<file path="src/inc/aoms_consts.vh">
`ifndef AOMS_CONSTS_VH
`define AOMS_CONSTS_VH

// Operation mode codes of the 3-bit mode field.
`define AOMS_MODE_W 3
`define AOMS_MODE_PWRDN 3'h0
`define AOMS_MODE_CONT 3'h1
`define AOMS_MODE_SINGLE 3'h2
`define AOMS_MODE_IDLE 3'h3
`define AOMS_MODE_SELF_OFF 3'h4
`define AOMS_MODE_SELF_GAIN 3'h5
`define AOMS_MODE_SYS_ZERO 3'h6
`define AOMS_MODE_SYS_FULL 3'h7
`define AOMS_MODE_RST 3'h3

// Result and coefficient layout.
`define AOMS_DATA_W 24
`define AOMS_RESULT_RST 24'h000000
`define AOMS_OFF_COEF_RST 24'h000000
`define AOMS_GAIN_COEF_RST 24'h400000

// Conversion cycles needed before a settled result, without and with chopping.
`define AOMS_SETTLE_PLAIN 2'h2
`define AOMS_SETTLE_CHOP 2'h3

// Front-end input source selection.
`define AOMS_SRC_PINS 2'h0
`define AOMS_SRC_ZERO 2'h1
`define AOMS_SRC_REF 2'h2

`endif
</file>
<file path="src/core/aoms_conv_lane.v">
`timescale 1ns/100ps
`include "aoms_consts.vh"

// Result, ready flag and calibration coefficients of one converter.
module aoms_conv_lane (
  input wire ref_clk, // System clock.
  input wire rstn, // Asynchronous reset, active low.
  input wire lane_en, // Converter enabled.
  input wire res_wr, // Pulse: a new result is offered.
  input wire [`AOMS_DATA_W-1:0] res_data, // Offered result.
  input wire hold_if_ready, // Refuse new results while ready is set.
  input wire rdy_clr, // Pulse: software clears the ready flag.
  input wire off_wr, // Pulse: store offset coefficient.
  input wire gain_wr, // Pulse: store gain coefficient.
  output reg [`AOMS_DATA_W-1:0] result_q, // Result register.
  output reg rdy_q, // Result ready flag.
  output reg [`AOMS_DATA_W-1:0] off_coef_q, // Offset coefficient register.
  output reg [`AOMS_DATA_W-1:0] gain_coef_q // Gain coefficient register.
);

  wire blocked;
  wire take;
  reg rdy_d;

  // A clear in the same cycle unblocks the lane so that the new result is taken.
  assign blocked = hold_if_ready & rdy_q & ~rdy_clr;
  assign take = lane_en & res_wr & ~blocked;

  always @* begin
    rdy_d = rdy_q;
    if (!lane_en) begin
      rdy_d = 1'b0;
    end else if (take) begin
      rdy_d = 1'b1;
    end else if (rdy_clr) begin
      rdy_d = 1'b0;
    end
  end

  always @(posedge ref_clk or negedge rstn) begin
    if (!rstn) begin
      result_q <= `AOMS_RESULT_RST;
      rdy_q <= 1'b0;
      off_coef_q <= `AOMS_OFF_COEF_RST;
      gain_coef_q <= `AOMS_GAIN_COEF_RST;
    end else begin
      rdy_q <= rdy_d;
      if (take) begin
        result_q <= res_data;
      end
      if (lane_en && off_wr) begin
        off_coef_q <= res_data;
      end
      if (lane_en && gain_wr) begin
        gain_coef_q <= res_data;
      end
    end
  end

endmodule // aoms_conv_lane

</file>
<file path="src/core/aoms_seq.v">
`timescale 1ns/100ps
`include "aoms_consts.vh"

// What this block does
// - Mode 000 powers down all converter circuits and the amplifier; no conversions.
// - Mode 001 converts every enabled converter once per output period, until changed.
// - Continuous mode keeps a result until its ready flag is cleared by software.
// - Mode 010 converts each enabled converter once, then enters idle automatically.
// - A single conversion takes two cycles, or three with chopping.
// - Mode 011 keeps converters powered but held in reset.
// - Every calibration ends with an automatic return to idle.
// - Mode 100 calibrates offset against internal zero with current settings.
// - Offset calibration takes the same two or three cycles as a conversion.
// - Offset calibration result lands in the calibrated converter's offset coefficient.
// - Offset calibration end: idle, calibration-done and result-ready flags set.
// - Mode 101 runs a two-stage gain calibration, twice the offset duration.
// - Self-gain calibration result lands in the converter's gain coefficient.
// - Gain calibration end: idle, calibration-done and result-ready flags set.
// - Mode 110 runs zero-scale calibration from the pins, shorted externally.
// - Mode 111 runs full-scale calibration from the pins, updating gain coefficient.
module aoms_seq (
  input wire ref_clk, // System clock, 100 MHz.
  input wire rstn, // Asynchronous reset, active low.
  input wire mode_wr, // Pulse: write the mode field.
  input wire [`AOMS_MODE_W-1:0] mode_wr_data, // New mode code.
  input wire pri_en, // Primary converter enabled.
  input wire aux_en, // Auxiliary converter enabled.
  input wire chop_en, // Chopping active.
  input wire conv_tick, // Pulse: one conversion cycle of the front end has ended.
  input wire [`AOMS_DATA_W-1:0] pri_sample, // Primary front-end sample.
  input wire [`AOMS_DATA_W-1:0] aux_sample, // Auxiliary front-end sample.
  input wire pri_rdy_clr, // Pulse: clear primary ready flag.
  input wire aux_rdy_clr, // Pulse: clear auxiliary ready flag.
  input wire cal_done_clr, // Pulse: clear calibration-done flag.
  output reg [`AOMS_MODE_W-1:0] operation_mode_field_q, // Mode field readback.
  output wire conv_pwr_down, // Converters and amplifier powered down.
  output wire conv_hold_rst, // Converters held in reset.
  output wire [1:0] afe_src_sel, // Front-end input source.
  output wire busy, // Conversion or calibration in progress.
  output reg cal_done_q, // Calibration-done flag.
  output wire [`AOMS_DATA_W-1:0] primary_result_reg, // Primary result.
  output wire [`AOMS_DATA_W-1:0] auxiliary_result_reg, // Auxiliary result.
  output wire pri_result_ready_flag, // Primary result ready.
  output wire aux_result_ready_flag, // Auxiliary result ready.
  output wire [`AOMS_DATA_W-1:0] pri_offset_coefficient_reg, // Primary offset coefficient.
  output wire [`AOMS_DATA_W-1:0] aux_offset_coefficient_reg, // Auxiliary offset coefficient.
  output wire [`AOMS_DATA_W-1:0] pri_gain_coefficient_reg, // Primary gain coefficient.
  output wire [`AOMS_DATA_W-1:0] aux_gain_coefficient_reg // Auxiliary gain coefficient.
);

  localparam ST_STOP = 2'h0;
  localparam ST_RUN = 2'h1;
  localparam ST_STREAM = 2'h2;

  reg [1:0] state_q;
  reg [1:0] state_d;
  reg [1:0] cnt_q;
  reg [1:0] cnt_d;
  reg stage_q;
  reg stage_d;
  reg [`AOMS_MODE_W-1:0] mode_d;
  reg cal_done_d;
  reg op_done;

  wire [1:0] settle_cycles;
  wire is_cont;
  wire is_off_cal;
  wire is_gain_cal;
  wire is_cal;
  wire res_wr;
  wire off_wr;
  wire gain_wr;
  wire stopped_mode;

  // Settling length of one conversion, also used by every calibration stage.
  assign settle_cycles = chop_en ? `AOMS_SETTLE_CHOP : `AOMS_SETTLE_PLAIN;

  assign is_cont = (operation_mode_field_q == `AOMS_MODE_CONT);
  assign is_off_cal = (operation_mode_field_q == `AOMS_MODE_SELF_OFF) ||
                      (operation_mode_field_q == `AOMS_MODE_SYS_ZERO);
  assign is_gain_cal = (operation_mode_field_q == `AOMS_MODE_SELF_GAIN) ||
                       (operation_mode_field_q == `AOMS_MODE_SYS_FULL);
  assign is_cal = is_off_cal | is_gain_cal;

  assign stopped_mode = (mode_wr_data == `AOMS_MODE_PWRDN) || (mode_wr_data == `AOMS_MODE_IDLE);

  assign conv_pwr_down = (operation_mode_field_q == `AOMS_MODE_PWRDN);
  // Idle keeps power on but holds the modulators in reset.
  assign conv_hold_rst = conv_pwr_down || (operation_mode_field_q == `AOMS_MODE_IDLE);
  assign busy = (state_q != ST_STOP);

  // Self calibrations switch the front end to internal sources, system ones use the pins.
  assign afe_src_sel = (operation_mode_field_q == `AOMS_MODE_SELF_OFF) ? `AOMS_SRC_ZERO :
                       (operation_mode_field_q == `AOMS_MODE_SELF_GAIN) ?
                       (stage_q ? `AOMS_SRC_REF : `AOMS_SRC_ZERO) :
                       `AOMS_SRC_PINS;

  // Sequencer: counts conversion cycles and decides the end of each operation.
  always @* begin
    state_d = state_q;
    cnt_d = cnt_q;
    stage_d = stage_q;
    mode_d = operation_mode_field_q;
    op_done = 1'b0;
    case (state_q)
      ST_STOP: begin
        cnt_d = 2'h0;
        stage_d = 1'b0;
      end
      ST_RUN: begin
        if (conv_tick) begin
          // A chop change mid-run shortens the count instead of letting it wrap.
          if (cnt_q >= settle_cycles - 2'h1) begin
            cnt_d = 2'h0;
            if ((operation_mode_field_q == `AOMS_MODE_SELF_GAIN) && !stage_q) begin
              stage_d = 1'b1;
            end else begin
              op_done = 1'b1;
              if (is_cont) begin
                state_d = ST_STREAM;
              end else begin
                state_d = ST_STOP;
                mode_d = `AOMS_MODE_IDLE;
              end
            end
          end else begin
            cnt_d = cnt_q + 2'h1;
          end
        end
      end
      ST_STREAM: begin
        cnt_d = 2'h0;
      end
      default: begin
        state_d = ST_STOP;
        cnt_d = 2'h0;
        stage_d = 1'b0;
      end
    endcase
    // A new mode overrides completion and restarts from the first cycle.
    if (mode_wr) begin
      mode_d = mode_wr_data;
      cnt_d = 2'h0;
      stage_d = 1'b0;
      state_d = stopped_mode ? ST_STOP : ST_RUN;
    end
  end

  // Continuous mode offers a result every conversion cycle once settled.
  assign res_wr = ~mode_wr & (op_done | ((state_q == ST_STREAM) & conv_tick));
  assign off_wr = ~mode_wr & op_done & is_off_cal;
  assign gain_wr = ~mode_wr & op_done & is_gain_cal;

  always @* begin
    cal_done_d = cal_done_q;
    if (op_done && is_cal && !mode_wr) begin
      cal_done_d = 1'b1;
    end else if (cal_done_clr) begin
      cal_done_d = 1'b0;
    end
  end

  always @(posedge ref_clk or negedge rstn) begin
    if (!rstn) begin
      state_q <= ST_STOP;
      cnt_q <= 2'h0;
      stage_q <= 1'b0;
      operation_mode_field_q <= `AOMS_MODE_RST;
      cal_done_q <= 1'b0;
    end else begin
      state_q <= state_d;
      cnt_q <= cnt_d;
      stage_q <= stage_d;
      operation_mode_field_q <= mode_d;
      cal_done_q <= cal_done_d;
    end
  end

  aoms_conv_lane u_pri_lane (
    .ref_clk(ref_clk),
    .rstn(rstn),
    .lane_en(pri_en),
    .res_wr(res_wr),
    .res_data(pri_sample),
    .hold_if_ready(is_cont),
    .rdy_clr(pri_rdy_clr),
    .off_wr(off_wr),
    .gain_wr(gain_wr),
    .result_q(primary_result_reg),
    .rdy_q(pri_result_ready_flag),
    .off_coef_q(pri_offset_coefficient_reg),
    .gain_coef_q(pri_gain_coefficient_reg)
  );

  aoms_conv_lane u_aux_lane (
    .ref_clk(ref_clk),
    .rstn(rstn),
    .lane_en(aux_en),
    .res_wr(res_wr),
    .res_data(aux_sample),
    .hold_if_ready(is_cont),
    .rdy_clr(aux_rdy_clr),
    .off_wr(off_wr),
    .gain_wr(gain_wr),
    .result_q(auxiliary_result_reg),
    .rdy_q(aux_result_ready_flag),
    .off_coef_q(aux_offset_coefficient_reg),
    .gain_coef_q(aux_gain_coefficient_reg)
  );

endmodule // aoms_seq

</file>
<file path="config.mk">
export PLATFORM = sky130hd
export DESIGN_NAME = aoms_seq
export DESIGN_NICKNAME = d
export VERILOG_FILES = /design/src/core/aoms_conv_lane.v /design/src/core/aoms_seq.v
export VERILOG_INCLUDE_DIRS = /design/src /design/src/inc
export SDC_FILE = /design/constraint.sdc
export NUM_CORES = 1
export LEC_CHECK = 0
export ABC_AREA = 0
export BUFFER_PORTS_ARGS = -buffer_cell sky130_fd_sc_hd__clkbuf_2
export CAP_MARGIN = 10
export CORE_ASPECT_RATIO = 0.8
export CORE_MARGIN = 2
export CORE_UTILIZATION = 40
export DETAILED_ROUTE_END_ITERATION = 7
export GPL_ROUTABILITY_DRIVEN = 1
export PLACE_DENSITY_LB_ADDON = 0.2
export SYNTH_ARGS = -nofsm -noshare
export SYNTH_HDL_FRONTEND = slang
export SYNTH_SLANG_ARGS = --single-unit
</file>
<file path="constraint.sdc">
create_clock -name ref_clk -period 6 [get_ports ref_clk]
set_input_delay 0.3 -clock ref_clk [delete_from_list [all_inputs] [get_ports ref_clk]]
set_output_delay 0.3 -clock ref_clk [all_outputs]
set_load 0.1 [all_outputs]
</file>
# Yosys cells after proc, flatten, opt, wreduce, memory -nomap -nowiden
# Cells that the tools add are included.
# W data, S select, Z words.
totals:
  reg_bits: 155
  in_bits: 61
op_classes:
  addsub: 2
  n_lt_le_gt_ge: 1
  eq_ne: 19
  mux: 38
  bitwise: 20
  reduce_logical: 25
op_table:
  columns: ["op", "n"]
  rows:
  - ["$mux W2", 12]
  - ["$mux W1", 18]
  - ["$mux W3", 6]
  - ["$and A1 B1 Y1", 13]
  - ["$eq A3 B3 Y1 const B", 4]
  - ["$ne A3 B3 Y1 const B", 4]
  - ["$reduce_bool A2 Y1", 5]
  - ["$reduce_and A4 Y1", 2]
  - ["$logic_and A1 B1 Y1", 7]
  - ["$eq A3 B2 Y1 const B", 2]
  - ["$logic_not A3 Y1", 2]
  - ["$ne A2 B2 Y1 const B", 3]
  - ["$ne A3 B1 Y1 const B", 2]
  - ["$not A1 Y1", 5]
  - ["$reduce_and A5 Y1", 1]
  - ["$logic_or A1 B1 Y1", 4]
  - ["$pmux W2 S2", 1]
  - ["$eq A3 B1 Y1 const B", 1]
  - ["$add A2 B1 Y2 const B", 1]
  - ["$eq A2 B1 Y1 const B", 1]
  - ["$eq A2 B2 Y1 const B", 1]
  - ["$ge A2 B2 Y1", 1]
  - ["$logic_not A1 Y1", 2]
  - ["$logic_not A2 Y1", 1]
  - ["5 further kinds", 6]

# Logic depth before layout (Yosys ltp)
logic_depth:
  ltp_word: 12
  ltp_mapped: 9
  mapped_depth_nobuf: 7

# Modules after synthesis
# A second synthesis with hierarchy kept.
unflattened:
  cells_unflattened: 382
  area_unflattened_um2: 6077.1
modules_own_cells:
  columns: ["module", "instances", "cells_per_inst", "area_each_um2", "seq_area_each_um2"]
  rows:
  - ["aoms_conv_lane", 2, 157, 2725.1, 1828.0]
  - ["aoms_seq", 1, 68, 626.9, 227.7]

# Worst setup path after synthesis
# No wires, ideal clock.
synth_path:
  kind: "flip-flop to output port"
  start: "register operation_mode_field_q[2]"
  end: "output afe_src_sel[0]"
  arrival_time_ns: 3.402
  t_required_ns: 5.700
  setup_slack_ns: 2.298
  stages_incl_launch_ff: 4
  cell_sequence: "dfrtp_1 > buf_6 > inv_1 > a211oi_1"
synth_between:
  elab_chain_len: 3
synth_rtl:
  columns: ["item", "line_no", "rtl"]
  rows:
  - ["from (decl)", "aoms_seq.v:35", "output reg [`AOMS_MODE_W-1:0] operation_mode_field_q,"]
  - ["from (signal assigned)", "aoms_seq.v:168", "operation_mode_field_q <= `AOMS_MODE_RST;"]
  - ["from (signal assigned)", "aoms_seq.v:174", "operation_mode_field_q <= mode_d;"]
  - ["$eq A3 B3 Y1 (no source line)", null, null]
  - ["$mux W2 (no source line)", null, null]
  - ["$mux W2 (no source line) *", null, null]
  - ["to (decl)", "aoms_seq.v:38", "output wire [1:0] afe_src_sel,"]
# Mark *: on every way between the ends. The rest lies on a longest branch, timed or not.

# Worst setup path in the final report
layout_path:
  start: "register cnt_q[0]"
  end: "register u_pri_lane.off_coef_q[3]"
layout_between:
  elab_chain_len: 7
layout_rtl:
  columns: ["item", "line_no", "rtl"]
  rows:
  - ["from (decl)", "aoms_seq.v:57", "reg [1:0] cnt_q;"]
  - ["from (signal assigned)", "aoms_seq.v:172", "cnt_q <= cnt_d;"]
  - ["$ge A2 B2 Y1", "aoms_seq.v:113", "if (cnt_q >= settle_cycles - 2'h1) begin"]
  - ["$mux W1", "aoms_seq.v:113", null]
  - ["$mux W1", "aoms_seq.v:111", "if (conv_tick) begin"]
  - ["$mux W1", "aoms_seq.v:105", "case (state_q)"]
  - ["$and A1 B1 Y1 (2 in a row)", "aoms_seq.v:151", "assign off_wr = ~mode_wr & op_done & is_off_cal;"]
  - ["$logic_and A1 B1 Y1", "aoms_conv_lane.v:51", "if (lane_en && off_wr) begin"]
  - ["to (signal assigned)", "aoms_conv_lane.v:44", "off_coef_q <= `AOMS_OFF_COEF_RST;"]
  - ["to (signal assigned)", "aoms_conv_lane.v:52", "off_coef_q <= res_data;"]
  - ["to (decl)", "aoms_conv_lane.v:17", "output reg [`AOMS_DATA_W-1:0] off_coef_q,"]
# Every way passes these cells.
# A chain may end at the register's enable or synchronous reset.

==> flow_metrics.py <==
metrics = {
    "global_route": {
        "track_usage": 0.168,
        "met2_usage": 0.256,
        "grt_pass1_vias": 4043,
        "grt-busiest-layer": "met2",
        "gr-usage-met3": 0.0722,
        "antenna_found_initial": 0,
        "grt_start_max_net_pins": 97,
        "grt-ovfl-total": 0,
        "grt_pass1_wl_um": 21600,
        "grtUsageMet1": 0.220,
    },
    "worst_setup_path": {
        "end_kind": "flip-flop",
        "crit_arrival_ns": 2.64,
        "crit_fanout": 24,
        "cp-start-kind": "flip-flop",
        "worstPathRequired_ns": 6.29,
        "critical_path_class": "flip-flop to flip-flop",
    },
    "detailed_routing": {
        "vias": 3983,
        "drtIter0Drc": 129,
        "routedWlPerCell_um": 16.7,
        "ant_nets": 0,
        "drc_errors": 0,
        "routed_wl_um": 14000,
        "first_pass_iters": 4,
        "viasPerCell": 4.74,
    },
    "power_and_ir_drop": {
        "comb_power_share": 0.446,
        "p_leak_uw": 0.00438,
        "p_sw_uw": 2170,
        "swShare": 0.496,
        "irDropWorstVdd_v": 0.000270,
        "power_density_nw_per_um2": 533,
        "pwr-share-clk": 0.245,
        "intPower_uw": 2210,
        "seq_power_share": 0.309,
    },
    "timing": {
        "fin_tns_setup_ns": 0,
        "timing.final.crit_share": 0.392,
        "slew_viol_final": 0,
        "maxClockFrequency_ghz": 0.425,
        "max_slew_margin": 0.426,
        "rsz0062_at_grt": "false",
        "final.setup.worst_slack_ns": 3.65,
        "fin_crit_ns": 2.35,
        "setup_viol": 0,
        "tightestPinTransition_ns": 0.861,
        "finClkSkew_ns": 0.00728,
        "finalHoldViolations": 0,
    },
    "clock_tree": {
        "clockBufferDepth": 2,
        "clock_latency_ns": 0.41,
        "cts_tree": "built",
        "clkTransAtPathRegs_ns": 0.06,
        "cts_buffers": 17,
        "cts_max_level": 4,
        "cts.sinks": 155,
        "cts_root_buffer": "clkbuf_16",
        "cts_setup_buffers": 0,
        "holdBufCountCts": 1,
        "post_cts_resized": 0,
    },
    "final_layout": {
        "diodes": 0,
        "nNetsFinal": 677,
        "syn2layout_area_growth_pct": 29.7,
        "drive_gt1_frac": 0.666,
        "stdcell_count": 841,
    },
    "floorplanning": {
        "die_y_um": 117,
        "ioPinCount": 216,
        "dieArea_um2": 16900,
        "core_area_um2": 15600,
        "die_x_um": 145,
        "initial_core_util": 0.405,
        "rows": 41,
    },
    "synthesis": {
        "ys_ff_latch": 155,
        "synth_nets": 454,
        "synth_ff_type": "dfrtp_1",
        "ys_seq_area_frac": 0.614,
        "netlist.area_leader.share": 0.597,
        "yosys_warnings": 0,
        "synth-edff-count": 0,
        "ys_types": 38,
        "yosysTopAreaCell": "dfrtp_1",
        "syn_avg_cell_area_um2": 16.2,
        "netlist_top_cells_area": "dfrtp_1, mux2_2, mux2_4",
        "async_flop_share": 1.00,
        "syn_inst": 390,
        "netlist_area_um2": 6330,
    },
    "placement": {
        "post-place-cells": 808,
        "place_ws_ns": 3.61,
        "place_hpwl_um": 9780,
        "routabilityCongestion": 0.798,
        "port_buffers": 215,
    },
    "hold_path": {
        "hold_class": "primary input to flip-flop",
    },
    "status": {
        "outcome": "completed",
    },
    "job": {
        "drv_cap": 0,
    },
}
## critical path, cell delays in order (launching register included)
cell	delay [ns]
dfrtp_1	0.38
inv_1	0.08
ha_1	0.22
nand2b_2	0.19
a21o_4	0.24
and3_1	0.18
or4b_1	0.16
buf_4	0.40
mux2_2	0.38
## per-stage QoR
step                instance area (um2)  utilization  total power (uW)  hold WS (ns)
floorplan                          6330            -              3010       0.00441
global placement                   7590        0.485              3310         0.440
detailed placement                 7590        0.485              3330         0.443
CTS                                8210        0.525              4420        0.0733
global route                       8210        0.525              4550        0.0886
finish                             8210        0.525              4380        0.0867
## cell usage after synthesis (2+ instances only)
cell type    n
dfrtp_1    151
mux2_2     104
nor2_1       7
and2b_2      2
dfstp_2      4
ha_1         3
and3_1       2
o21a_1       2
nor3_1       2
a21oi_1      5
nand2b_2     2
buf_6        7
clkbuf_1     2
buf_4        2
o21ai_0      6
nand2b_1     3
nand3_1      2
nand2_1      6
inv_1        7
buf_2        8
o2111ai_2    2
nor2b_1      5
mux2_4      40
a2111oi_4    2
## sequential cells by signal, summed over array words and instances, names as in the netlist
| register | count |
|---|---|
| operation_mode_field_q | 3 |
| u_pri_lane.rdy_q | 1 |
| u_pri_lane.off_coef_q | 24 |
| stage_q | 1 |
| u_pri_lane.gain_coef_q | 24 |
| u_aux_lane.rdy_q | 1 |
| state_q | 2 |
| u_aux_lane.gain_coef_q | 24 |
| cnt_q | 2 |
| u_aux_lane.off_coef_q | 24 |
| cal_done_q | 1 |
| u_pri_lane.result_q | 24 |
| u_aux_lane.result_q | 24 |
## area by class of cell
class                      count  area (um2)
fill                        1363        7440
sequential                   155        3880
multi-input combinational    209        2280
timing repair buffer         223        1140
clock buffer                  20         467
tap                          215         269
clock inverter                12         139
inverter                       7        26.3
## routing by layer
layer  share of wire  up-vias
met2            0.45      155
met4          0.0097        0
met3           0.094       12
met5               0        -
li1                -     1829
met1            0.45     1987
## power groups by stage
stage                     logic (uW)  clock network [uW]  registers (uW)
after global placement          1950                   0            1360
final                           1950                1070            1350
after CTS                       1970                1100            1350
after floorplan                  267                   0            2740
after global routing            2010                1160            1380
after detailed placement        1970                   0            1370
## final timing paths
check / to / depth (start not counted) / slack [ns] / from
min in group asynchronous: u_pri_lane.gain_coef_q[4] / 2 / 0.55 / rstn
worst max-delay path: u_pri_lane.off_coef_q[3] / 8 / 3.65 / cnt_q[0]
worst min register to register: u_pri_lane.gain_coef_q[8] / 1 / 0.50 / u_pri_lane.gain_coef_q[8]
max in group asynchronous: u_aux_lane.gain_coef_q[17] / 3 / 4.17 / rstn
worst min-delay path: cal_done_q / 2 / 0.09 / cal_done_clr
worst max register to register: u_pri_lane.off_coef_q[3] / 8 / 3.65 / cnt_q[0]
## cells by family after synthesis
| group | share of synthesized area |
|---|---|
| adders and majority gates | 0.00593 |
| DFF | 0.614 |
| AOI/OAI and AO/OA | 0.0320 |
| and+or+nand+nor | 0.0391 |
| buffers and inverters | 0.0265 |
| xor gates and xnor gates | 0.00138 |
| muxes | 0.281 |
## cells in the final DEF (no fill, tap or decap), types with 2 or more instances in the layout
cell,instances
nor3_1,2
buf_4,7
inv_6,2
nand2_1,6
dfrtp_1,151
clkbuf_16,17
o2111ai_2,2
nand2b_1,3
a21oi_1,5
o21a_1,2
mux2_2,104
mux2_4,40
inv_1,7
ha_1,3
bufinv_16,2
and3_1,2
clkinvlp_4,4
and2b_2,2
nor2b_1,5
dfstp_2,4
clkbuf_8,3
nor2_1,7
clkinv_4,3
nand2b_2,2
a2111oi_4,2
clkbuf_2,214
o21ai_0,6
nand3_1,2
Note: power is estimated with default switching activity, not from simulation.
